File: src/rtl/ppfm_pkg.sv
package ppfm_pkg;

  localparam int P0_W = 4;
  localparam int P1_W = 2;
  localparam int P2_W = 3;
  localparam int P4_W = 4;
  localparam int P6_W = 2;
  localparam int P8_W = 6;

  // Port 2 bit positions of the serial functions.
  localparam int P2_SCK_BIT = 0;
  localparam int P2_TX_BIT  = 1;
  localparam int P2_RX_BIT  = 2;
  // Port 6 bit positions of the timer output and interrupt input.
  localparam int P6_TMR_BIT = 0;
  localparam int P6_INT_BIT = 1;

  // After reset every pin is an input in port mode.
  localparam logic [5:0] DIR_RST  = 6'h3F;
  localparam logic [5:0] LAT_RST  = 6'h00;
  localparam logic [5:0] MODE_RST = 6'h00;

  typedef enum logic [1:0] {
    PPFM_EDGE_NONE,
    PPFM_EDGE_RISE,
    PPFM_EDGE_FALL,
    PPFM_EDGE_BOTH
  } ppfm_edge_t;

  // Pin triple: level in, level out, output enable (low = driving).
  typedef struct packed {
    logic [5:0] in;
    logic [5:0] out;
    logic [5:0] oe_n;
  } ppfm_pad_t;

endpackage : ppfm_pkg

File: src/rtl/ppfm_port_bits.sv
`timescale 1ns/10ps
// One port slice: direction, output latch, pull-up and read-back.
module ppfm_port_bits #(
  parameter int W = 4
) (
  // Clock and reset
  input  wire logic         i_ref_clk,
  input  wire logic         i_rst_n,
  // Configuration
  input  wire logic [W-1:0] i_dir_in,
  input  wire logic [W-1:0] i_latch,
  input  wire logic [W-1:0] i_ctl_mode,
  input  wire logic [W-1:0] i_ctl_out,
  input  wire logic [W-1:0] i_ctl_drive,
  input  wire logic [W-1:0] i_pull_req,
  // Pins
  input  wire logic [W-1:0] i_pin,
  output logic      [W-1:0] o_pin,
  output logic      [W-1:0] o_pin_oe_n,
  output logic      [W-1:0] o_pull_en,
  // Read data
  output logic      [W-1:0] o_rdata
);
  logic [W-1:0] samp_q;
  logic [W-1:0] drv;

  always_comb begin
    for (int b = 0; b < W; b++) begin
      drv[b] = i_ctl_mode[b] ? i_ctl_drive[b] : !i_dir_in[b];
    end
  end

  always_ff @(posedge i_ref_clk) begin
    if (!i_rst_n) begin
      samp_q  <= '0;
      o_rdata <= '0;
    end else begin
      samp_q  <= i_pin;
      for (int b = 0; b < W; b++) begin
        o_rdata[b] <= i_dir_in[b] ? samp_q[b] : i_latch[b];
      end
    end
  end

  always_ff @(posedge i_ref_clk) begin
    if (!i_rst_n) begin
      o_pin      <= '0;
      o_pin_oe_n <= '1;
      o_pull_en  <= '0;
    end else begin
      for (int b = 0; b < W; b++) begin
        o_pin[b] <= i_ctl_mode[b] ? i_ctl_out[b] : i_latch[b];
      end
      o_pin_oe_n <= ~drv;
      o_pull_en  <= i_pull_req & ~drv;
    end
  end
endmodule : ppfm_port_bits

File: src/rtl/ppfm_top.sv
`timescale 1ns/10ps
// Contract
// - Port 0 has four pins, each direction set by its own bit.
// - Port 1 has two pins, each direction set by its own bit.
// - Port 2 three pins are general I/O with per-bit direction.
// - Port 2 pull-ups are enabled per bit by its own option.
// - Port 2 control mode carries serial receive, transmit and clock per pin.
// - Port 4 four pins are general I/O with per-bit direction.
// - Port 4 pull-ups on when shared option or key-return mode asks.
// - Port 4 control mode feeds the four key-return inputs.
// - Port 6 two pins are general I/O with per-bit direction.
// - Port 6 control mode: timer output on one, interrupt input other.
// - Interrupt input edge is selectable: rising, falling or both.
// - Each port 8 pin selects port or LCD segment by function bit.
// - Port 8 port-mode direction follows its own direction bit.
// - Port 8 control mode outputs LCD segments 17 to 22.
// - Reset is active low.
module ppfm_top (
  // Clock and reset
  input  wire logic                  i_ref_clk,
  input  wire logic                  i_rst_n,
  // Direction, 1 = input
  input  wire logic [3:0]            i_port0_direction_reg,
  input  wire logic [1:0]            i_port1_direction_reg,
  input  wire logic [2:0]            i_port2_direction_reg,
  input  wire logic [3:0]            i_port4_direction_reg,
  input  wire logic [1:0]            i_port6_direction_reg,
  input  wire logic [5:0]            i_port8_direction_reg,
  // Output latches
  input  wire logic [3:0]            i_port0_latch,
  input  wire logic [1:0]            i_port1_latch,
  input  wire logic [2:0]            i_port2_latch,
  input  wire logic [3:0]            i_port4_latch,
  input  wire logic [1:0]            i_port6_latch,
  input  wire logic [5:0]            i_port8_latch,
  // Pull-up and mode control
  input  wire logic [2:0]            i_shared_pullup_option_reg,
  input  wire logic [2:0]            i_port2_bitwise_pullup_reg,
  input  wire logic                  i_key_return_mode_reg,
  input  wire logic [2:0]            i_port2_ctl_mode,
  input  wire logic [3:0]            i_port4_ctl_mode,
  input  wire logic [1:0]            i_port6_ctl_mode,
  input  wire logic [5:0]            i_port8_function_select_reg,
  input  wire ppfm_pkg::ppfm_edge_t  i_int_edge_sel,
  // Peripheral side
  input  wire logic                  i_serial_tx_data,
  input  wire logic                  i_serial_clock_out,
  input  wire logic                  i_serial_clock_drive,
  input  wire logic                  i_timer_output_pin,
  input  wire logic [5:0]            i_lcd_segments_shared,
  output logic                       o_serial_rx_data,
  output logic                       o_serial_clock_in,
  output logic [3:0]                 o_key_return_inputs,
  output logic                       o_int_edge_pulse,
  // Pins
  input  wire logic [3:0]            i_port0_pins,
  input  wire logic [1:0]            i_port1_pins,
  input  wire logic [2:0]            i_port2_pins,
  input  wire logic [3:0]            i_port4_pins,
  input  wire logic [1:0]            i_port6_pins,
  input  wire logic [5:0]            i_port8_pins,
  output ppfm_pkg::ppfm_pad_t        o_p0_pad,
  output logic [1:0]                 o_port1_pins,
  output logic [1:0]                 o_port1_pins_oe_n,
  output logic [2:0]                 o_port2_pins,
  output logic [2:0]                 o_port2_pins_oe_n,
  output logic [3:0]                 o_port4_pins,
  output logic [3:0]                 o_port4_pins_oe_n,
  output logic [1:0]                 o_port6_pins,
  output logic [1:0]                 o_port6_pins_oe_n,
  output logic [5:0]                 o_port8_pins,
  output logic [5:0]                 o_port8_pins_oe_n,
  // Pull-up enables
  output logic [3:0]                 o_port0_pull_en,
  output logic [1:0]                 o_port1_pull_en,
  output logic [2:0]                 o_port2_pull_en,
  output logic [3:0]                 o_port4_pull_en,
  output logic [1:0]                 o_port6_pull_en,
  output logic [5:0]                 o_port8_pull_en,
  // Port read data
  output logic [3:0]                 o_port0_rdata,
  output logic [1:0]                 o_port1_rdata,
  output logic [2:0]                 o_port2_rdata,
  output logic [3:0]                 o_port4_rdata,
  output logic [1:0]                 o_port6_rdata,
  output logic [5:0]                 o_port8_rdata
);
  logic [2:0] p2_ctl_out;
  logic [2:0] p2_ctl_drv;
  logic [1:0] p6_ctl_out;
  logic [1:0] p6_ctl_drv;
  logic [3:0] p0_out;
  logic [3:0] p0_oe_n;
  logic       int_q;
  logic       int_prev_q;
  logic [1:0] int_armed_q;

  // Serial clock may be driven or received; transmit data is always driven
  // and receive data never, as the serial function dictates.
  always_comb begin
    p2_ctl_out = '0;
    p2_ctl_drv = '0;
    p2_ctl_out[ppfm_pkg::P2_SCK_BIT] = i_serial_clock_out;
    p2_ctl_drv[ppfm_pkg::P2_SCK_BIT] = i_serial_clock_drive;
    p2_ctl_out[ppfm_pkg::P2_TX_BIT]  = i_serial_tx_data;
    p2_ctl_drv[ppfm_pkg::P2_TX_BIT]  = 1'b1;
    p6_ctl_out = '0;
    p6_ctl_drv = '0;
    p6_ctl_out[ppfm_pkg::P6_TMR_BIT] = i_timer_output_pin;
    p6_ctl_drv[ppfm_pkg::P6_TMR_BIT] = 1'b1;
  end

  ppfm_port_bits #(.W(ppfm_pkg::P0_W)) u_p0 (
    .i_ref_clk   (i_ref_clk),
    .i_rst_n     (i_rst_n),
    .i_dir_in    (i_port0_direction_reg),
    .i_latch     (i_port0_latch),
    .i_ctl_mode  (4'h0),
    .i_ctl_out   (4'h0),
    .i_ctl_drive (4'h0),
    .i_pull_req  ({4{i_shared_pullup_option_reg[0]}}),
    .i_pin       (i_port0_pins),
    .o_pin       (p0_out),
    .o_pin_oe_n  (p0_oe_n),
    .o_pull_en   (o_port0_pull_en),
    .o_rdata     (o_port0_rdata)
  );

  // The two spare lanes of the pin triple stay low and released.
  assign o_p0_pad = '{in:   {2'h0, i_port0_pins},
                      out:  {2'h0, p0_out},
                      oe_n: {2'h3, p0_oe_n}};

  ppfm_port_bits #(.W(ppfm_pkg::P1_W)) u_p1 (
    .i_ref_clk   (i_ref_clk),
    .i_rst_n     (i_rst_n),
    .i_dir_in    (i_port1_direction_reg),
    .i_latch     (i_port1_latch),
    .i_ctl_mode  (2'h0),
    .i_ctl_out   (2'h0),
    .i_ctl_drive (2'h0),
    .i_pull_req  ({2{i_shared_pullup_option_reg[1]}}),
    .i_pin       (i_port1_pins),
    .o_pin       (o_port1_pins),
    .o_pin_oe_n  (o_port1_pins_oe_n),
    .o_pull_en   (o_port1_pull_en),
    .o_rdata     (o_port1_rdata)
  );

  ppfm_port_bits #(.W(ppfm_pkg::P2_W)) u_p2 (
    .i_ref_clk   (i_ref_clk),
    .i_rst_n     (i_rst_n),
    .i_dir_in    (i_port2_direction_reg),
    .i_latch     (i_port2_latch),
    .i_ctl_mode  (i_port2_ctl_mode),
    .i_ctl_out   (p2_ctl_out),
    .i_ctl_drive (p2_ctl_drv),
    .i_pull_req  (i_port2_bitwise_pullup_reg),
    .i_pin       (i_port2_pins),
    .o_pin       (o_port2_pins),
    .o_pin_oe_n  (o_port2_pins_oe_n),
    .o_pull_en   (o_port2_pull_en),
    .o_rdata     (o_port2_rdata)
  );

  ppfm_port_bits #(.W(ppfm_pkg::P4_W)) u_p4 (
    .i_ref_clk   (i_ref_clk),
    .i_rst_n     (i_rst_n),
    .i_dir_in    (i_port4_direction_reg | i_port4_ctl_mode),
    .i_latch     (i_port4_latch),
    .i_ctl_mode  (i_port4_ctl_mode),
    .i_ctl_out   (4'h0),
    .i_ctl_drive (4'h0),
    .i_pull_req  ({4{i_shared_pullup_option_reg[2]
                     | i_key_return_mode_reg}}),
    .i_pin       (i_port4_pins),
    .o_pin       (o_port4_pins),
    .o_pin_oe_n  (o_port4_pins_oe_n),
    .o_pull_en   (o_port4_pull_en),
    .o_rdata     (o_port4_rdata)
  );

  ppfm_port_bits #(.W(ppfm_pkg::P6_W)) u_p6 (
    .i_ref_clk   (i_ref_clk),
    .i_rst_n     (i_rst_n),
    .i_dir_in    (i_port6_direction_reg),
    .i_latch     (i_port6_latch),
    .i_ctl_mode  (i_port6_ctl_mode),
    .i_ctl_out   (p6_ctl_out),
    .i_ctl_drive (p6_ctl_drv),
    .i_pull_req  (2'h0),
    .i_pin       (i_port6_pins),
    .o_pin       (o_port6_pins),
    .o_pin_oe_n  (o_port6_pins_oe_n),
    .o_pull_en   (o_port6_pull_en),
    .o_rdata     (o_port6_rdata)
  );

  ppfm_port_bits #(.W(ppfm_pkg::P8_W)) u_p8 (
    .i_ref_clk   (i_ref_clk),
    .i_rst_n     (i_rst_n),
    .i_dir_in    (i_port8_direction_reg),
    .i_latch     (i_port8_latch),
    .i_ctl_mode  (i_port8_function_select_reg),
    .i_ctl_out   (i_lcd_segments_shared),
    .i_ctl_drive (6'h3F),
    .i_pull_req  (6'h00),
    .i_pin       (i_port8_pins),
    .o_pin       (o_port8_pins),
    .o_pin_oe_n  (o_port8_pins_oe_n),
    .o_pull_en   (o_port8_pull_en),
    .o_rdata     (o_port8_rdata)
  );

  // Inputs handed to the serial unit and key-return logic, registered.
  always_ff @(posedge i_ref_clk) begin
    if (!i_rst_n) begin
      o_serial_rx_data    <= 1'b0;
      o_serial_clock_in   <= 1'b0;
      o_key_return_inputs <= 4'h0;
    end else begin
      o_serial_rx_data  <= i_port2_ctl_mode[ppfm_pkg::P2_RX_BIT]
                           & i_port2_pins[ppfm_pkg::P2_RX_BIT];
      o_serial_clock_in <= i_port2_ctl_mode[ppfm_pkg::P2_SCK_BIT]
                           & i_port2_pins[ppfm_pkg::P2_SCK_BIT];
      o_key_return_inputs <= i_port4_ctl_mode & i_port4_pins;
    end
  end

  // Edge detector on the interrupt pin. Two cycles of arming let both history
  // stages hold real pin levels, so neither leaving reset nor entering
  // control mode reports a false edge.
  always_ff @(posedge i_ref_clk) begin
    if (!i_rst_n) begin
      int_q            <= 1'b0;
      int_prev_q       <= 1'b0;
      int_armed_q      <= 2'h0;
      o_int_edge_pulse <= 1'b0;
    end else begin
      int_q       <= i_port6_pins[ppfm_pkg::P6_INT_BIT];
      int_prev_q  <= int_q;
      int_armed_q <= {int_armed_q[0], i_port6_ctl_mode[ppfm_pkg::P6_INT_BIT]};
      o_int_edge_pulse <= 1'b0;
      if (&int_armed_q && i_port6_ctl_mode[ppfm_pkg::P6_INT_BIT]) begin
        unique case (i_int_edge_sel)
          ppfm_pkg::PPFM_EDGE_NONE: o_int_edge_pulse <= 1'b0;
          ppfm_pkg::PPFM_EDGE_RISE:
            o_int_edge_pulse <= int_q & ~int_prev_q;
          ppfm_pkg::PPFM_EDGE_FALL:
            o_int_edge_pulse <= ~int_q & int_prev_q;
          ppfm_pkg::PPFM_EDGE_BOTH:
            o_int_edge_pulse <= int_q ^ int_prev_q;
        endcase
      end
    end
  end
endmodule : ppfm_top

File: config.mk
export PLATFORM = sky130hd
export DESIGN_NAME = ppfm_top
export DESIGN_NICKNAME = d
export VERILOG_FILES = /design/src/rtl/ppfm_pkg.sv /design/src/rtl/ppfm_port_bits.sv /design/src/rtl/ppfm_top.sv
export SDC_FILE = /design/constraint.sdc
export NUM_CORES = 1
export LEC_CHECK = 0
export BUFFER_PORTS_ARGS = -buffer_cell sky130_fd_sc_hd__buf_2
export CAP_MARGIN = 30
export CORE_ASPECT_RATIO = 1.1
export CORE_MARGIN = 2
export CORE_UTILIZATION = 46
export DETAILED_ROUTE_END_ITERATION = 16
export PLACE_DENSITY = 0.77
export REMOVE_ABC_BUFFERS = 1
export SLEW_MARGIN = 20
export SYNTH_ARGS = -nofsm -noshare
export SYNTH_HDL_FRONTEND = slang
export SYNTH_HIERARCHICAL = 1
export SYNTH_SLANG_ARGS = --single-unit
File: constraint.sdc
create_clock -name i_ref_clk -period 1.4 [get_ports i_ref_clk]
set_clock_uncertainty 0.05 [all_clocks]
set_input_delay 0 -clock i_ref_clk [delete_from_list [all_inputs] [get_ports i_ref_clk]]
set_output_delay 0 -clock i_ref_clk [all_outputs]
set_load 0.03 [all_outputs]
==> results.tsv <==
stage	metric	value	unit
placed_design	Routability Congestion	0.699	
critical_path	CP startpoint kind	input port	
run_status	run status	complete, no violations	
worst_hold_path	HP Class	input port to flip-flop	
logic_synthesis	Post-synth EDFFs	0	
sta	Fin. Hold Viols	0	
critical_path	reg2reg start	u_p8/samp_q[1]$_SDFF_PN0_	
logic_synthesis	top_reg_cell synth	dfxtp_1	
critical_path	CP max stage delay	580	ps
sta	setup TNS	0	ps
clocking	Bufs on Longest Clock Path	2	
route	Avg WL per Cell	15.7	um
critical_path	worst r2r dst	u_p8/o_rdata[1]$_SDFF_PN0_	
route	drt first pass iters	4	
critical_path	critical setup path kind	input port to flip-flop	
critical_path	CP cell instances	dlygate4sd3_1 > buf_2 > or2_2 > mux2i_1 > dlygate4sd3_1 > nor2b_1	
route	Vias	4061	
sta	f_max	718	MHz
cells_and_area	fin area	7240	um2
worst_hold_path	worst hold stages	4	
route	residual DRC count	0	
clocking	total CTS buffers	17	
clocking	# Post-CTS Setup Buffers	0	
global_routing	total congestion overflow	0	
logic_synthesis	Cell variety after synth	27	
worst_hold_path	origin of the worst min-delay path	i_port4_ctl_mode[2]	
pwr	Lkg Pwr	3.56	nW
cells_and_area	most common cell after layout, fill and taps aside	buf_2	
cells_and_area	antenna diode count	0	
logic_synthesis	Cells after Synth	372	
global_routing	largest net degree at the start of global routing	23	
sta	Rel. slew slack	53.7	%
logic_synthesis	Cell Area, Synth	4090	um2
die	Core ar.	8740	um2
die	IO Count	200	
route	antenna-violating nets left	0	
sta	RSZ-0062 raised after global routing	no	
cells_and_area	final std cells w/o fill	893	
global_routing	total global-route track usage	28.7	%
worst_hold_path	Worst Hold Path EP	u_p4/o_pin_oe_n[2]$_SDFF_PN1_	
clocking	Reg clk slew, reported paths	50	ps
sta	Worst Max-Slew Pin Slew	693	ps
die	Horiz. Die Dim	93.9	um
placed_design	Port Buf Inserts	193	
clocking	Root Driver	clkbuf_8	
logic_synthesis	synth warn	6	
logic_synthesis	post-synthesis sequential area ratio	56.8	%
sta	final worst path period share	99.5	%
route	Initial DRC Count	121	
die	Initial Util	46.8	%
clocking	H-tree depth	4	
global_routing	global-route wire length before repair	20600	um
critical_path	Crit. End Element	flip-flop	
critical_path	Worst Path Required	1740	ps
sta	Tmin final	1390	ps
critical_path	Slowest-stage cell, CP	dlygate4sd3_1	
global_routing	vias in the first global route	4332	
logic_synthesis	Yosys top cell by area	dfxtp_1	
logic_synthesis	top cell type's share of synthesized area	56.8	%
cells_and_area	Layout area overhead	77.2	%
sta	hold slack	38.2	ps
pwr	total power	8.88	mW
cells_and_area	most frequent cells in the layout	192 x buf_2, 137 x dlygate4sd3_1, 116 x dfxtp_1	
pwr	PwrDens	1230	nW/um2
placed_design	placed cell count	724	
clocking	CTS tree	built	
cells_and_area	nets	867	
route	vias per cell	4.55	
placed_design	placed instance area	5330	um2
critical_path	worst reg2reg setup slack	100	ps
clocking	Clock Sinks	116	
critical_path	crit path DAT	1740	ps
logic_synthesis	Seq cells post-synth	116	
critical_path	CP most frequent cell	dlygate4sd3_1	
clocking	Worst-Skew Late Latency	500	ps
cells_and_area	ratio of cells with drive above 1 in the final layout	33.6	%
sta	# setup viols final	0	
logic_synthesis	top cells by area, synth	dfxtp_1 57%, mux2i_1 11%, nor2b_1 6.4%, nand2b_1 4.0%, and2_1 3.8%	
sta	Final Max Tran Viols	0	
die	Die Height	103	um
critical_path	R2R depth	3	
route	WL final	14000	um
run	maxcap violations	0	
logic_synthesis	asr flop ratio synth	0	%
critical_path	CP max FO	2	
die	die area	9650	um2
logic_synthesis	Avg Inst Size Synth	11.0	um2
die	row count	36	
global_routing	initial antenna violation count	0	
placed_design	HPWL Detailed	6330	um
pwr	maximum VDD drop	1160	uV
[worst max path at each step]
stage	slack, ps	startpoint	depth (start not counted)	to
after floorplan	340	int_q$_SDFF_PN0_	5	o_int_edge_pulse$_SDFF_PN0_
after global placement	310	int_q$_SDFF_PN0_	5	o_int_edge_pulse$_SDFF_PN0_
after detailed placement	250	int_q$_SDFF_PN0_	5	o_int_edge_pulse$_SDFF_PN0_
after CTS	30	i_port4_ctl_mode[2]	6	u_p4/o_rdata[2]$_SDFF_PN0_
after global routing	0.5	i_port4_direction_reg[2]	6	u_p4/o_rdata[2]$_SDFF_PN0_
final	7	i_port4_direction_reg[2]	6	u_p4/o_rdata[2]$_SDFF_PN0_
[power breakdown]
group	switching (mW)	total (mW)	internal, mW
clock	1.47	3.84	2.38
combinational	0.817	1.49	0.671
sequential	0.0529	3.55	3.50
[Yosys cell counts, drive strengths merged (2+ instances only)]
library cell	count
nand2b	34
nor2	4
nor2b	42
mux2i	43
buf	20
inv	3
conb	2
or2	5
nand2	21
and3	6
nor3	4
a21oi	18
o21ai	4
nand3	18
dfxtp	116
ha	2
and2	29
[metrics by stage]
stage,setup slack [ps],util (%)
2_1_floorplan,339,-
3_3_place_gp,310,61.0
3_5_place_dp,255,61.0
4_1_cts,34.1,82.6
5_1_grt,0.490,82.8
6_report,7.09,82.8
[per-layer routing]
layer	vias up	part of all wire [%]	global-route usage, %
li1	1942	-	-
met4	0	3.7	16.9
met2	186	55	54.3
met1	1888	35	27.3
met3	45	6.3	8.48
met5	-	0	0
[state kept, by name, indices dropped and copies added, names as in the netlist, 3 cells and up]
name	count
u_p4/o_rdata	4
u_p0/o_pin_oe_n	4
u_p2/o_pin_oe_n	3
u_p8/o_pin	6
u_p8/o_pin_oe_n	6
u_p8/o_pull_en	6
u_p8/samp_q	6
u_p2/o_pull_en	3
u_p0/samp_q	4
u_p8/o_rdata	6
u_p4/o_pull_en	4
u_p0/o_pin	4
u_p2/o_rdata	3
o_key_return_inputs	4
u_p0/o_pull_en	4
u_p4/samp_q	4
u_p4/o_pin_oe_n	4
u_p4/o_pin	4
u_p0/o_rdata	4
u_p2/samp_q	3
u_p2/o_pin	3
[logic make-up after synthesis]
logic type	after synthesis	synth area share, %
multiplexers	43	10.5
AO/OA/AOI/OAI	23	3.74
adder cells (fa/ha/maj)	2	0.612
other	2	0.184
flip-flops	116	56.8
AND/OR/NAND/NOR	163	24.3
buffers and inverters	23	3.80
[critical path: cells and delay by family]
kind / cells / cell delay, ps
buf+inv: 3 / 1210
simple gates: 2 / 350
mux: 1 / 170
[timing repair]
action	in CTS	in global routing
endpoints found under the hold margin	106	2
hold buffers	136	2
setup endpoints to repair	0	2
resized for setup	0	2
[area by class of cell]
class / count / area (um2)
Clock buffer: 22 / 443
Clock inverter: 10 / 83.8
Fill cell: 487 / 1500
Inverter: 3 / 11.3
Multi-Input combinational cell: 295 / 1840
Sequential cell: 116 / 2320
Tap cell: 114 / 143
Timing Repair Buffer: 333 / 2390
Power figures use the tool's default switching activity.
